### src/shared/tpw_regs.svh
// Purpose: Register map, field positions, reset values and rates of the timer
// Assumes: Byte addresses on a 32-bit AXI4-Lite bus
// Notes:   Definitions only
`ifndef TPW_REGS_SVH
`define TPW_REGS_SVH

// Rates
`define TPW_SYS_MHZ       7'd100
`define TPW_PCLK_MHZ      7'd16
`define TPW_DIV_FAST      10'd4
`define TPW_DIV_SLOW      10'd512

// Byte offsets
`define TPW_OFS_CTRL      8'h00
`define TPW_OFS_RELOAD    8'h04
`define TPW_OFS_COUNT     8'h08
`define TPW_OFS_PWM_HIGH  8'h0c
`define TPW_OFS_PWM_LOW   8'h10
`define TPW_OFS_STATUS    8'h14
`define TPW_OFS_INT_CLR   8'h18
`define TPW_OFS_INT_EN    8'h1c
`define TPW_OFS_STATE     8'h20

// Control fields
`define TPW_CTRL_RUN      0
`define TPW_CTRL_SLOW     1
`define TPW_CTRL_PWM      2
`define TPW_CTRL_W        3

// Status, clear and enable fields
`define TPW_EV_PERIOD     0
`define TPW_EV_PWM        1
`define TPW_EV_W          2

// State fields
`define TPW_ST_LEVEL      0
`define TPW_ST_RUNNING    1

// Reset values
`define TPW_RST_CTRL      3'h0
`define TPW_RST_RELOAD    16'hffff
`define TPW_RST_PWM_HIGH  8'h80
`define TPW_RST_PWM_LOW   8'h80

// Bus responses
`define TPW_RESP_OKAY     2'b00
`define TPW_RESP_SLVERR   2'b10

`endif

### src/shared/tpw_pkg.sv
// Purpose: Types shared by the timer design
// Assumes: Constants live in tpw_regs.svh
// Notes:   Gray coded PWM phases along idle, high, low
package tpw_pkg;
  typedef enum logic [1:0] {
    TPW_IDLE = 2'b00,
    TPW_HIGH = 2'b01,
    TPW_LOW  = 2'b11
  } tpw_phase_e;
  typedef logic [15:0] tpw_count_t;
  typedef logic [7:0]  tpw_len_t;
endpackage

### src/tpw_prescaler.sv
// Purpose: Count tick enable from the system clock, via a 16 MHz base rate
// Assumes: One clock domain; run restarts the divider
// Notes:   16 MHz is an average rate made by a phase accumulator
`timescale 1ns/10ps
`include "tpw_regs.svh"
module tpw_prescaler
  import tpw_pkg::*;
(
  // Clock and reset
  input  wire logic aclk,
  input  wire logic aresetn,
  // Control
  input  wire logic run,
  input  wire logic slow_sel,
  // Tick
  output logic      tick
);
  logic [6:0] acc_ff;
  logic [8:0] div_ff;
  logic [6:0] acc_sum;
  logic       pclk_en;
  logic [8:0] div_last;
  logic [9:0] div_span;
  logic [9:0] div_end;

  // Base rate of the peripheral clock
  assign acc_sum  = acc_ff + `TPW_PCLK_MHZ;
  assign pclk_en  = acc_sum >= `TPW_SYS_MHZ;
  // 512 needs ten bits; the last count fits in nine
  assign div_span = slow_sel ? `TPW_DIV_SLOW : `TPW_DIV_FAST;
  assign div_end  = div_span - 10'd1;
  assign div_last = div_end[8:0];

  always_ff @(posedge aclk) begin
    if (!aresetn) begin
      acc_ff <= 7'h00;
      div_ff <= 9'h000;
      tick   <= 1'b0;
    end else begin
      acc_ff <= pclk_en ? acc_sum - `TPW_SYS_MHZ : acc_sum;
      tick   <= 1'b0;
      if (!run) begin
        div_ff <= 9'h000;
      end else if (pclk_en) begin
        div_ff <= (div_ff >= div_last) ? 9'h000 : div_ff + 9'd1;
        tick   <= div_ff >= div_last;
      end
    end
  end
endmodule

### src/tpw_timer.sv
// Purpose: 16-bit auto-reload timer with PWM mode and AXI4-Lite registers
// Assumes: aclk at 100 MHz; synchronous active-low reset
// Notes:   Output pin is driven only while PWM mode runs
//
// Function
// - The timer has a 16-bit counter that software can read to poll progress.
// - Software may poll the period flag or let it raise an interrupt request.
// - The counter auto-reloads its programmed value each period, ticking at clock/4 or /512.
// - A PWM mode drives the generated waveform on the dedicated output pin.
// - In PWM mode one 8-bit register sets the high phase and another the low phase.
// - The PWM phases are counted with the same /4 or /512 prescaled tick.
// - The timer runs from a 16 MHz peripheral clock ahead of the prescaler.
//
// Design decisions made here: the AXI4-Lite slave port and the placing of the registers.
`timescale 1ns/10ps
`include "tpw_regs.svh"
module tpw_timer
  import tpw_pkg::*;
(
  // Clock and reset
  input  wire logic        aclk,
  input  wire logic        aresetn,
  // AXI4-Lite write address
  input  wire logic [7:0]  s_axi_awaddr,
  input  wire logic        s_axi_awvalid,
  output logic             s_axi_awready,
  // AXI4-Lite write data
  input  wire logic [31:0] s_axi_wdata,
  input  wire logic [3:0]  s_axi_wstrb,
  input  wire logic        s_axi_wvalid,
  output logic             s_axi_wready,
  // AXI4-Lite write response
  output logic [1:0]       s_axi_bresp,
  output logic             s_axi_bvalid,
  input  wire logic        s_axi_bready,
  // AXI4-Lite read address
  input  wire logic [7:0]  s_axi_araddr,
  input  wire logic        s_axi_arvalid,
  output logic             s_axi_arready,
  // AXI4-Lite read data
  output logic [31:0]      s_axi_rdata,
  output logic [1:0]       s_axi_rresp,
  output logic             s_axi_rvalid,
  input  wire logic        s_axi_rready,
  // Interrupt
  output logic             irq,
  // PWM pin
  output logic             pwm_output_pin_o,
  output logic             pwm_output_pin_oe_n
);

  ////////////////////////////////////////////////////////////////////////////
  // Registers and state

  logic [`TPW_CTRL_W-1:0] ctrl_ff;
  tpw_count_t             reload_ff;
  tpw_count_t             count_ff;
  tpw_len_t               high_ff;
  tpw_len_t               low_ff;
  logic [`TPW_EV_W-1:0]   status_ff;
  logic [`TPW_EV_W-1:0]   int_en_ff;
  tpw_phase_e             phase_ff;
  tpw_len_t               ph_cnt_ff;
  logic                   run_d_ff;

  logic                   aw_held_ff;
  logic                   w_held_ff;
  logic [7:0]             awaddr_ff;
  logic [31:0]            wdata_ff;
  logic [3:0]             wstrb_ff;

  ////////////////////////////////////////////////////////////////////////////
  // Helpers

  function automatic logic addr_known(input logic [7:0] a);
    return a == `TPW_OFS_CTRL || a == `TPW_OFS_RELOAD || a == `TPW_OFS_COUNT ||
           a == `TPW_OFS_PWM_HIGH || a == `TPW_OFS_PWM_LOW || a == `TPW_OFS_STATUS ||
           a == `TPW_OFS_INT_CLR || a == `TPW_OFS_INT_EN || a == `TPW_OFS_STATE;
  endfunction

  ////////////////////////////////////////////////////////////////////////////
  // Prescaled tick

  logic run;
  logic pwm_mode;
  logic tick;

  assign run      = ctrl_ff[`TPW_CTRL_RUN];
  assign pwm_mode = ctrl_ff[`TPW_CTRL_PWM];

  tpw_prescaler u_prescaler (
    .aclk     (aclk),
    .aresetn  (aresetn),
    .run      (run),
    .slow_sel (ctrl_ff[`TPW_CTRL_SLOW]),
    .tick     (tick)
  );

  ////////////////////////////////////////////////////////////////////////////
  // Auto-reload counter

  logic       run_rise;
  logic       cnt_wrap;
  tpw_count_t nxt_count;

  assign run_rise  = run && !run_d_ff;
  assign cnt_wrap  = run && !pwm_mode && tick && count_ff == 16'h0000;
  assign nxt_count = run_rise ? reload_ff :
                     !(run && !pwm_mode && tick) ? count_ff :
                     cnt_wrap ? reload_ff :
                     count_ff - 16'h0001;

  ////////////////////////////////////////////////////////////////////////////
  // PWM phase machine

  logic       ph_done;
  logic       pwm_wrap;
  tpw_phase_e nxt_phase;
  tpw_len_t   nxt_ph_cnt;

  // A zero length skips its phase unless both lengths are zero (pin then stays high), so the pin never shows a stray tick
  function automatic tpw_phase_e enter_high(input tpw_len_t hi, input tpw_len_t lo);
    return (hi == 8'h00 && lo != 8'h00) ? TPW_LOW : TPW_HIGH;
  endfunction

  function automatic tpw_phase_e enter_low(input tpw_len_t hi, input tpw_len_t lo);
    return (lo == 8'h00) ? TPW_HIGH : TPW_LOW;
  endfunction

  assign ph_done = tick && ((phase_ff == TPW_HIGH) ? ph_cnt_ff + 8'd1 >= high_ff
                                                   : ph_cnt_ff + 8'd1 >= low_ff);
  assign pwm_wrap = run && pwm_mode && ph_done && phase_ff == TPW_LOW;

  always_comb begin
    nxt_phase  = phase_ff;
    nxt_ph_cnt = ph_cnt_ff;
    if (!(run && pwm_mode)) begin
      nxt_phase  = TPW_IDLE;
      nxt_ph_cnt = 8'h00;
    end else begin
      unique case (phase_ff)
        TPW_IDLE: begin
          nxt_phase  = enter_high(high_ff, low_ff);
          nxt_ph_cnt = 8'h00;
        end
        TPW_HIGH: begin
          if (ph_done) begin
            nxt_phase  = enter_low(high_ff, low_ff);
            nxt_ph_cnt = 8'h00;
          end else if (tick) begin
            nxt_ph_cnt = ph_cnt_ff + 8'd1;
          end
        end
        TPW_LOW: begin
          if (ph_done) begin
            nxt_phase  = enter_high(high_ff, low_ff);
            nxt_ph_cnt = 8'h00;
          end else if (tick) begin
            nxt_ph_cnt = ph_cnt_ff + 8'd1;
          end
        end
        default: begin
          nxt_phase  = TPW_IDLE;
          nxt_ph_cnt = 8'h00;
        end
      endcase
    end
  end

  always_ff @(posedge aclk) begin
    if (!aresetn) begin
      count_ff  <= `TPW_RST_RELOAD;
      phase_ff  <= TPW_IDLE;
      ph_cnt_ff <= 8'h00;
      run_d_ff  <= 1'b0;
    end else begin
      count_ff  <= nxt_count;
      phase_ff  <= nxt_phase;
      ph_cnt_ff <= nxt_ph_cnt;
      run_d_ff  <= run;
    end
  end

  // Pin follows the next phase so it is a flop aligned with phase_ff
  always_ff @(posedge aclk) begin
    if (!aresetn) begin
      pwm_output_pin_o    <= 1'b0;
      pwm_output_pin_oe_n <= 1'b1;
    end else begin
      pwm_output_pin_o    <= nxt_phase == TPW_HIGH;
      pwm_output_pin_oe_n <= !(run && pwm_mode);
    end
  end

  ////////////////////////////////////////////////////////////////////////////
  // Write channel

  logic wr_fire;
  logic wr_known;
  logic wr_ctrl;
  logic wr_reload;
  logic wr_high;
  logic wr_low;
  logic wr_clr;
  logic wr_en;
  logic [31:0] wr_val;
  logic [31:0] strb_mask;
  logic [`TPW_EV_W-1:0] clr_bits;
  logic [`TPW_EV_W-1:0] ev_bits;

  assign wr_fire   = aw_held_ff && w_held_ff && !s_axi_bvalid;
  assign wr_known  = addr_known(awaddr_ff);
  assign wr_ctrl   = wr_fire && awaddr_ff == `TPW_OFS_CTRL;
  assign wr_reload = wr_fire && awaddr_ff == `TPW_OFS_RELOAD;
  assign wr_high   = wr_fire && awaddr_ff == `TPW_OFS_PWM_HIGH;
  assign wr_low    = wr_fire && awaddr_ff == `TPW_OFS_PWM_LOW;
  assign wr_clr    = wr_fire && awaddr_ff == `TPW_OFS_INT_CLR;
  assign wr_en     = wr_fire && awaddr_ff == `TPW_OFS_INT_EN;
  assign strb_mask = {{8{wstrb_ff[3]}}, {8{wstrb_ff[2]}}, {8{wstrb_ff[1]}}, {8{wstrb_ff[0]}}};
  assign wr_val    = wdata_ff & strb_mask;
  assign clr_bits  = wr_clr ? wr_val[`TPW_EV_W-1:0] : '0;
  assign ev_bits   = {pwm_wrap, cnt_wrap};

  always_ff @(posedge aclk) begin
    if (!aresetn) begin
      aw_held_ff    <= 1'b0;
      w_held_ff     <= 1'b0;
      awaddr_ff     <= 8'h00;
      wdata_ff      <= 32'h0000_0000;
      wstrb_ff      <= 4'h0;
      s_axi_awready <= 1'b0;
      s_axi_wready  <= 1'b0;
      s_axi_bvalid  <= 1'b0;
      s_axi_bresp   <= `TPW_RESP_OKAY;
    end else begin
      if (s_axi_awvalid && s_axi_awready) begin
        aw_held_ff    <= 1'b1;
        awaddr_ff     <= s_axi_awaddr;
        s_axi_awready <= 1'b0;
      end else if (!aw_held_ff && !s_axi_bvalid) begin
        s_axi_awready <= 1'b1;
      end
      if (s_axi_wvalid && s_axi_wready) begin
        w_held_ff    <= 1'b1;
        wdata_ff     <= s_axi_wdata;
        wstrb_ff     <= s_axi_wstrb;
        s_axi_wready <= 1'b0;
      end else if (!w_held_ff && !s_axi_bvalid) begin
        s_axi_wready <= 1'b1;
      end
      if (wr_fire) begin
        aw_held_ff   <= 1'b0;
        w_held_ff    <= 1'b0;
        s_axi_bvalid <= 1'b1;
        s_axi_bresp  <= wr_known ? `TPW_RESP_OKAY : `TPW_RESP_SLVERR;
      end else if (s_axi_bvalid && s_axi_bready) begin
        s_axi_bvalid <= 1'b0;
      end
    end
  end

  always_ff @(posedge aclk) begin
    if (!aresetn) begin
      ctrl_ff   <= `TPW_RST_CTRL;
      reload_ff <= `TPW_RST_RELOAD;
      high_ff   <= `TPW_RST_PWM_HIGH;
      low_ff    <= `TPW_RST_PWM_LOW;
      int_en_ff <= '0;
      status_ff <= '0;
      irq       <= 1'b0;
    end else begin
      // Unstrobed byte lanes keep their old value
      if (wr_ctrl) begin
        ctrl_ff <= wr_val[`TPW_CTRL_W-1:0] | (ctrl_ff & ~strb_mask[`TPW_CTRL_W-1:0]);
      end
      if (wr_reload) begin
        reload_ff <= wr_val[15:0] | (reload_ff & ~strb_mask[15:0]);
      end
      if (wr_high) begin
        high_ff <= wr_val[7:0] | (high_ff & ~strb_mask[7:0]);
      end
      if (wr_low) begin
        low_ff <= wr_val[7:0] | (low_ff & ~strb_mask[7:0]);
      end
      if (wr_en) begin
        int_en_ff <= wr_val[`TPW_EV_W-1:0] | (int_en_ff & ~strb_mask[`TPW_EV_W-1:0]);
      end
      // New events win over a clear in the same cycle
      status_ff <= (status_ff & ~clr_bits) | ev_bits;
      irq       <= |(((status_ff & ~clr_bits) | ev_bits) & int_en_ff);
    end
  end

  ////////////////////////////////////////////////////////////////////////////
  // Read channel

  logic [31:0] rd_val;
  logic        rd_known;

  assign rd_known = addr_known(s_axi_araddr);
  assign rd_val =
    (s_axi_araddr == `TPW_OFS_CTRL)     ? {29'h0, ctrl_ff}   :
    (s_axi_araddr == `TPW_OFS_RELOAD)   ? {16'h0, reload_ff} :
    (s_axi_araddr == `TPW_OFS_COUNT)    ? {16'h0, count_ff}  :
    (s_axi_araddr == `TPW_OFS_PWM_HIGH) ? {24'h0, high_ff}   :
    (s_axi_araddr == `TPW_OFS_PWM_LOW)  ? {24'h0, low_ff}    :
    (s_axi_araddr == `TPW_OFS_STATUS)   ? {30'h0, status_ff} :
    (s_axi_araddr == `TPW_OFS_INT_EN)   ? {30'h0, int_en_ff} :
    (s_axi_araddr == `TPW_OFS_STATE)    ? {30'h0, run, phase_ff == TPW_HIGH} :
    32'h0000_0000;

  always_ff @(posedge aclk) begin
    if (!aresetn) begin
      s_axi_arready <= 1'b0;
      s_axi_rvalid  <= 1'b0;
      s_axi_rdata   <= 32'h0000_0000;
      s_axi_rresp   <= `TPW_RESP_OKAY;
    end else begin
      if (s_axi_arvalid && s_axi_arready) begin
        s_axi_arready <= 1'b0;
        s_axi_rvalid  <= 1'b1;
        s_axi_rdata   <= rd_val;
        s_axi_rresp   <= rd_known ? `TPW_RESP_OKAY : `TPW_RESP_SLVERR;
      end else if (s_axi_rvalid && s_axi_rready) begin
        s_axi_rvalid  <= 1'b0;
        s_axi_arready <= 1'b1;
      end else if (!s_axi_rvalid) begin
        s_axi_arready <= 1'b1;
      end
    end
  end

endmodule

### config.mk
export PLATFORM = sky130hd
export DESIGN_NAME = tpw_timer
export DESIGN_NICKNAME = d
export VERILOG_FILES = /design/src/shared/tpw_pkg.sv /design/src/tpw_prescaler.sv /design/src/tpw_timer.sv
export VERILOG_INCLUDE_DIRS = /design/src /design/src/shared
export SDC_FILE = /design/constraint.sdc
export NUM_CORES = 1
export LEC_CHECK = 0
export ABC_CLOCK_PERIOD_IN_PS = 5700
export BUFFER_PORTS_ARGS = -buffer_cell sky130_fd_sc_hd__buf_2
export CORE_MARGIN = 4
export CORE_UTILIZATION = 50
export CTS_CLUSTER_SIZE = 20
export DETAILED_ROUTE_END_ITERATION = 8
export HOLD_SLACK_MARGIN = 0.06
export PLACE_DENSITY = 0.69
export RECOVER_POWER = 25
export SYNTH_ARGS = -nofsm -noshare
export SYNTH_HDL_FRONTEND = slang
export SYNTH_HIERARCHICAL = 1
export SYNTH_SLANG_ARGS = --single-unit
### constraint.sdc
create_clock -name aclk -period 5.7 [get_ports aclk]
set_clock_uncertainty 0.2 [all_clocks]
set_input_delay 0.285 -clock aclk [delete_from_list [all_inputs] [get_ports aclk]]
set_output_delay 0.285 -clock aclk [all_outputs]
set_load 0.1 [all_outputs]
==> results.cfg <==
[drt]
drt_iter0_markers = 551
drt_pre_antenna_iters = 5
drt.antenna.violating_nets = 0
vias_per_cell = 5.77
via_count = 6380
routedWlPerCell_um = 16.0
drc = 0
totalWireLength_um = 17700

[grt]
grt_max_degree = 59
grt_use_total_pct = 22.2
grt_pass1_wl_um = 29400
antenna_found_initial = 0
overflow = 0
grt_pass1_vias = 6014

[cells_and_area]
fin_area_um2 = 8260
seqCellArea_um2 = 2700
drive_gt1_share_pct = 11.3
n_antenna_cell = 0
nFillCells = 1176
nNetsFinal = 1007
final_common_cell = dfxtp_1
final_cell_mix = 135 x dfxtp_1, 126 x nand2_1, 63 x a21oi_1, 57 x nor2_1, 50 x buf_2
multiInputGateArea_um2 = 3890
area_growth_pct = 18.0

[setup_path]
critPathLaunchType = primary input
crit_family = buffers and inverters
crit_arrival_ns = 3.90
slowest_stage = clkbuf_1
crit_top_cell = clkbuf_1
critPathKind = primary input to flip-flop
path_buf_inv = 4
end_kind = flip-flop
path_max_fanout = 58
path_cells = clkbuf_1 > inv_1 > clkbuf_1 > a21oi_1 > dlygate4sd3_1
cp_slowest_stage_delay_ns = 1.88
cp_data_required_time_ns = 5.81

[die]
start_util_pct = 52.0
die_y_um = 126
die-area_um2 = 16000
die_x_um = 126
io_pins = 103
row_count = 42
coreArea_um2 = 13500

[job]
max_cap_viol_count = 2

[clock_network]
clock_latency_ns = 0.43
cts_max_level = 4
root_buffer = clkbuf_16
post_cts_buffers = 0
cts_made_buffers = 17
cts_tree = built
cts_sinks = 135
clkSlewWorstSetupHoldPaths_ns = 0.06
clockBufferDepth = 2

[placement]
gp_congestion = 0.883
placed_area_um2 = 7300
dp_hpwl_um = 12300
port-buffer-count = 66

[timing]
tns_ns = 0
setup_viol = 0
fin_crit_sh_pct = 66.5
max_freq_mhz = 264
slew_headroom_pct = -76.4
hold_violations = 0
maxSlewViolCount = 102
fin_crit_ns = 3.79
tightest_slew_ns = 2.65
grt_setup_unrepaired = false

[synth]
yosys_warnings = 6
synth_edf_count = 0
ys_seq_area_share_pct = 38.6
ys_types = 73
synthCells = 829
synth_seq_cells = 135
synth.avg_cell_area_um2 = 8.44
synth_top_area_cell = dfxtp_1
synth_ff_type = dfxtp_1
synthTopCellsByArea = dfxtp_1 39%, nand2_1 6.8%, mux2i_1 5.6%
synth_area_um2 = 7000
async_reset_ff_share_pct = 0
synth_top_cell_area_share_pct = 38.6

[power]
irDropWorstVdd_mv = 0.214
total_power_uw = 2290
p_per_area_nw_per_um2 = 277
p_leak_uw = 0.00310

[outcome]
violations = capacitance limit, slew limit
outcome = finished, violations left

[hold_path]
hold_path_class = primary input to flip-flop
-- metrics by stage --
step           utilization (%)  setup WS (ns)  instances  hold slack [ns]
5_1_grt                   61.4           1.59       1106           0.0960
6_report                  61.4           1.91       1106            0.101
3_3_place_gp              54.3           2.51       1034            0.231
2_1_floorplan                -           2.89        846            0.207
3_5_place_dp              54.3           2.32       1034            0.242
4_1_cts                   61.6           2.32       1106           0.0728
-- layout make-up --
type                            count  area share (%)
Tap cell                          176            2.67
Clock buffer                       21            5.70
Timing Repair Buffer              112            9.10
Sequential cell                   135            32.7
Inverter                           29            1.32
Multi-Input combinational cell    622            47.1
Clock inverter                     11            1.36
-- worst reg2reg max path: cells and delay by family (launching register included) --
family                     cells  cell delay (ns)
and+or+nand+nor                6             1.15
adders and majority gates      1             0.31
AOI/OAI and AO/OA              2             0.99
xor gates and xnor gates       1             0.16
DFF                            1             0.43
-- synth_stat cells, drive strengths merged (3+ instances only) --
cell      n
a211oi    8
a21o      4
a21oi    64
a221oi    6
a22oi    13
a31oi     7
and2      9
and3     12
and3b     3
buf      37
clkbuf   23
dfxtp   135
ha       31
inv      29
mux2i    39
nand2   129
nand2b    5
nand3    30
nand4    19
nand4b    5
nor2     57
nor2b     8
nor3     17
nor3b     7
nor4     12
o211ai   10
o21a      5
o21ai    35
o22ai     3
o311ai    3
o31ai     6
or3       4
or4       5
xnor2     8
xor2     10
-- power by group --
part	switching (uW)	internal, uW	leakage (uW)
Clock	436	641	0.000273
Combinational	159	66.4	0.00173
Sequential	23.0	964	0.00109
-- worst paths after layout --
path,start,end,slack (ns),cells past startpoint
setup / recovery,aresetn,s_axi_rvalid,1.91,5
hold / removal,s_axi_araddr[0],s_axi_rresp[1],0.10,4
setup reg to reg,ph_cnt_ff[0],ph_cnt_ff[6],2.29,10
hold reg to reg,s_axi_rdata[12],s_axi_rdata[12],0.25,2
-- repair_timing --
action,4_1_cts,5_1_grt
endpoints found under the hold margin,35,0
resized for setup,0,0
hold buffers,40,0
-- logic make-up (layout without fill, tap and decap cells) --
group	after synthesis	after routing	synth area share (%)
buffers and inverters	89	173	6.69
other	1	18	0.0536
XOR/XNOR	18	18	2.25
multiplexers	40	40	5.74
flip-flops	135	135	38.6
AND/OR/NAND/NOR	330	330	24.0
adder cells (fa/ha/maj)	31	31	5.54
AO/OA/AOI/OAI	185	185	17.1
-- metal layers --
layer,part of all wire (%),GRT usage [%]
met1,47,30.6
met2,46,35.3
met3,6.4,4.16
met4,1.3,7.63
met5,0,0
(Power assumes the default switching activity.)
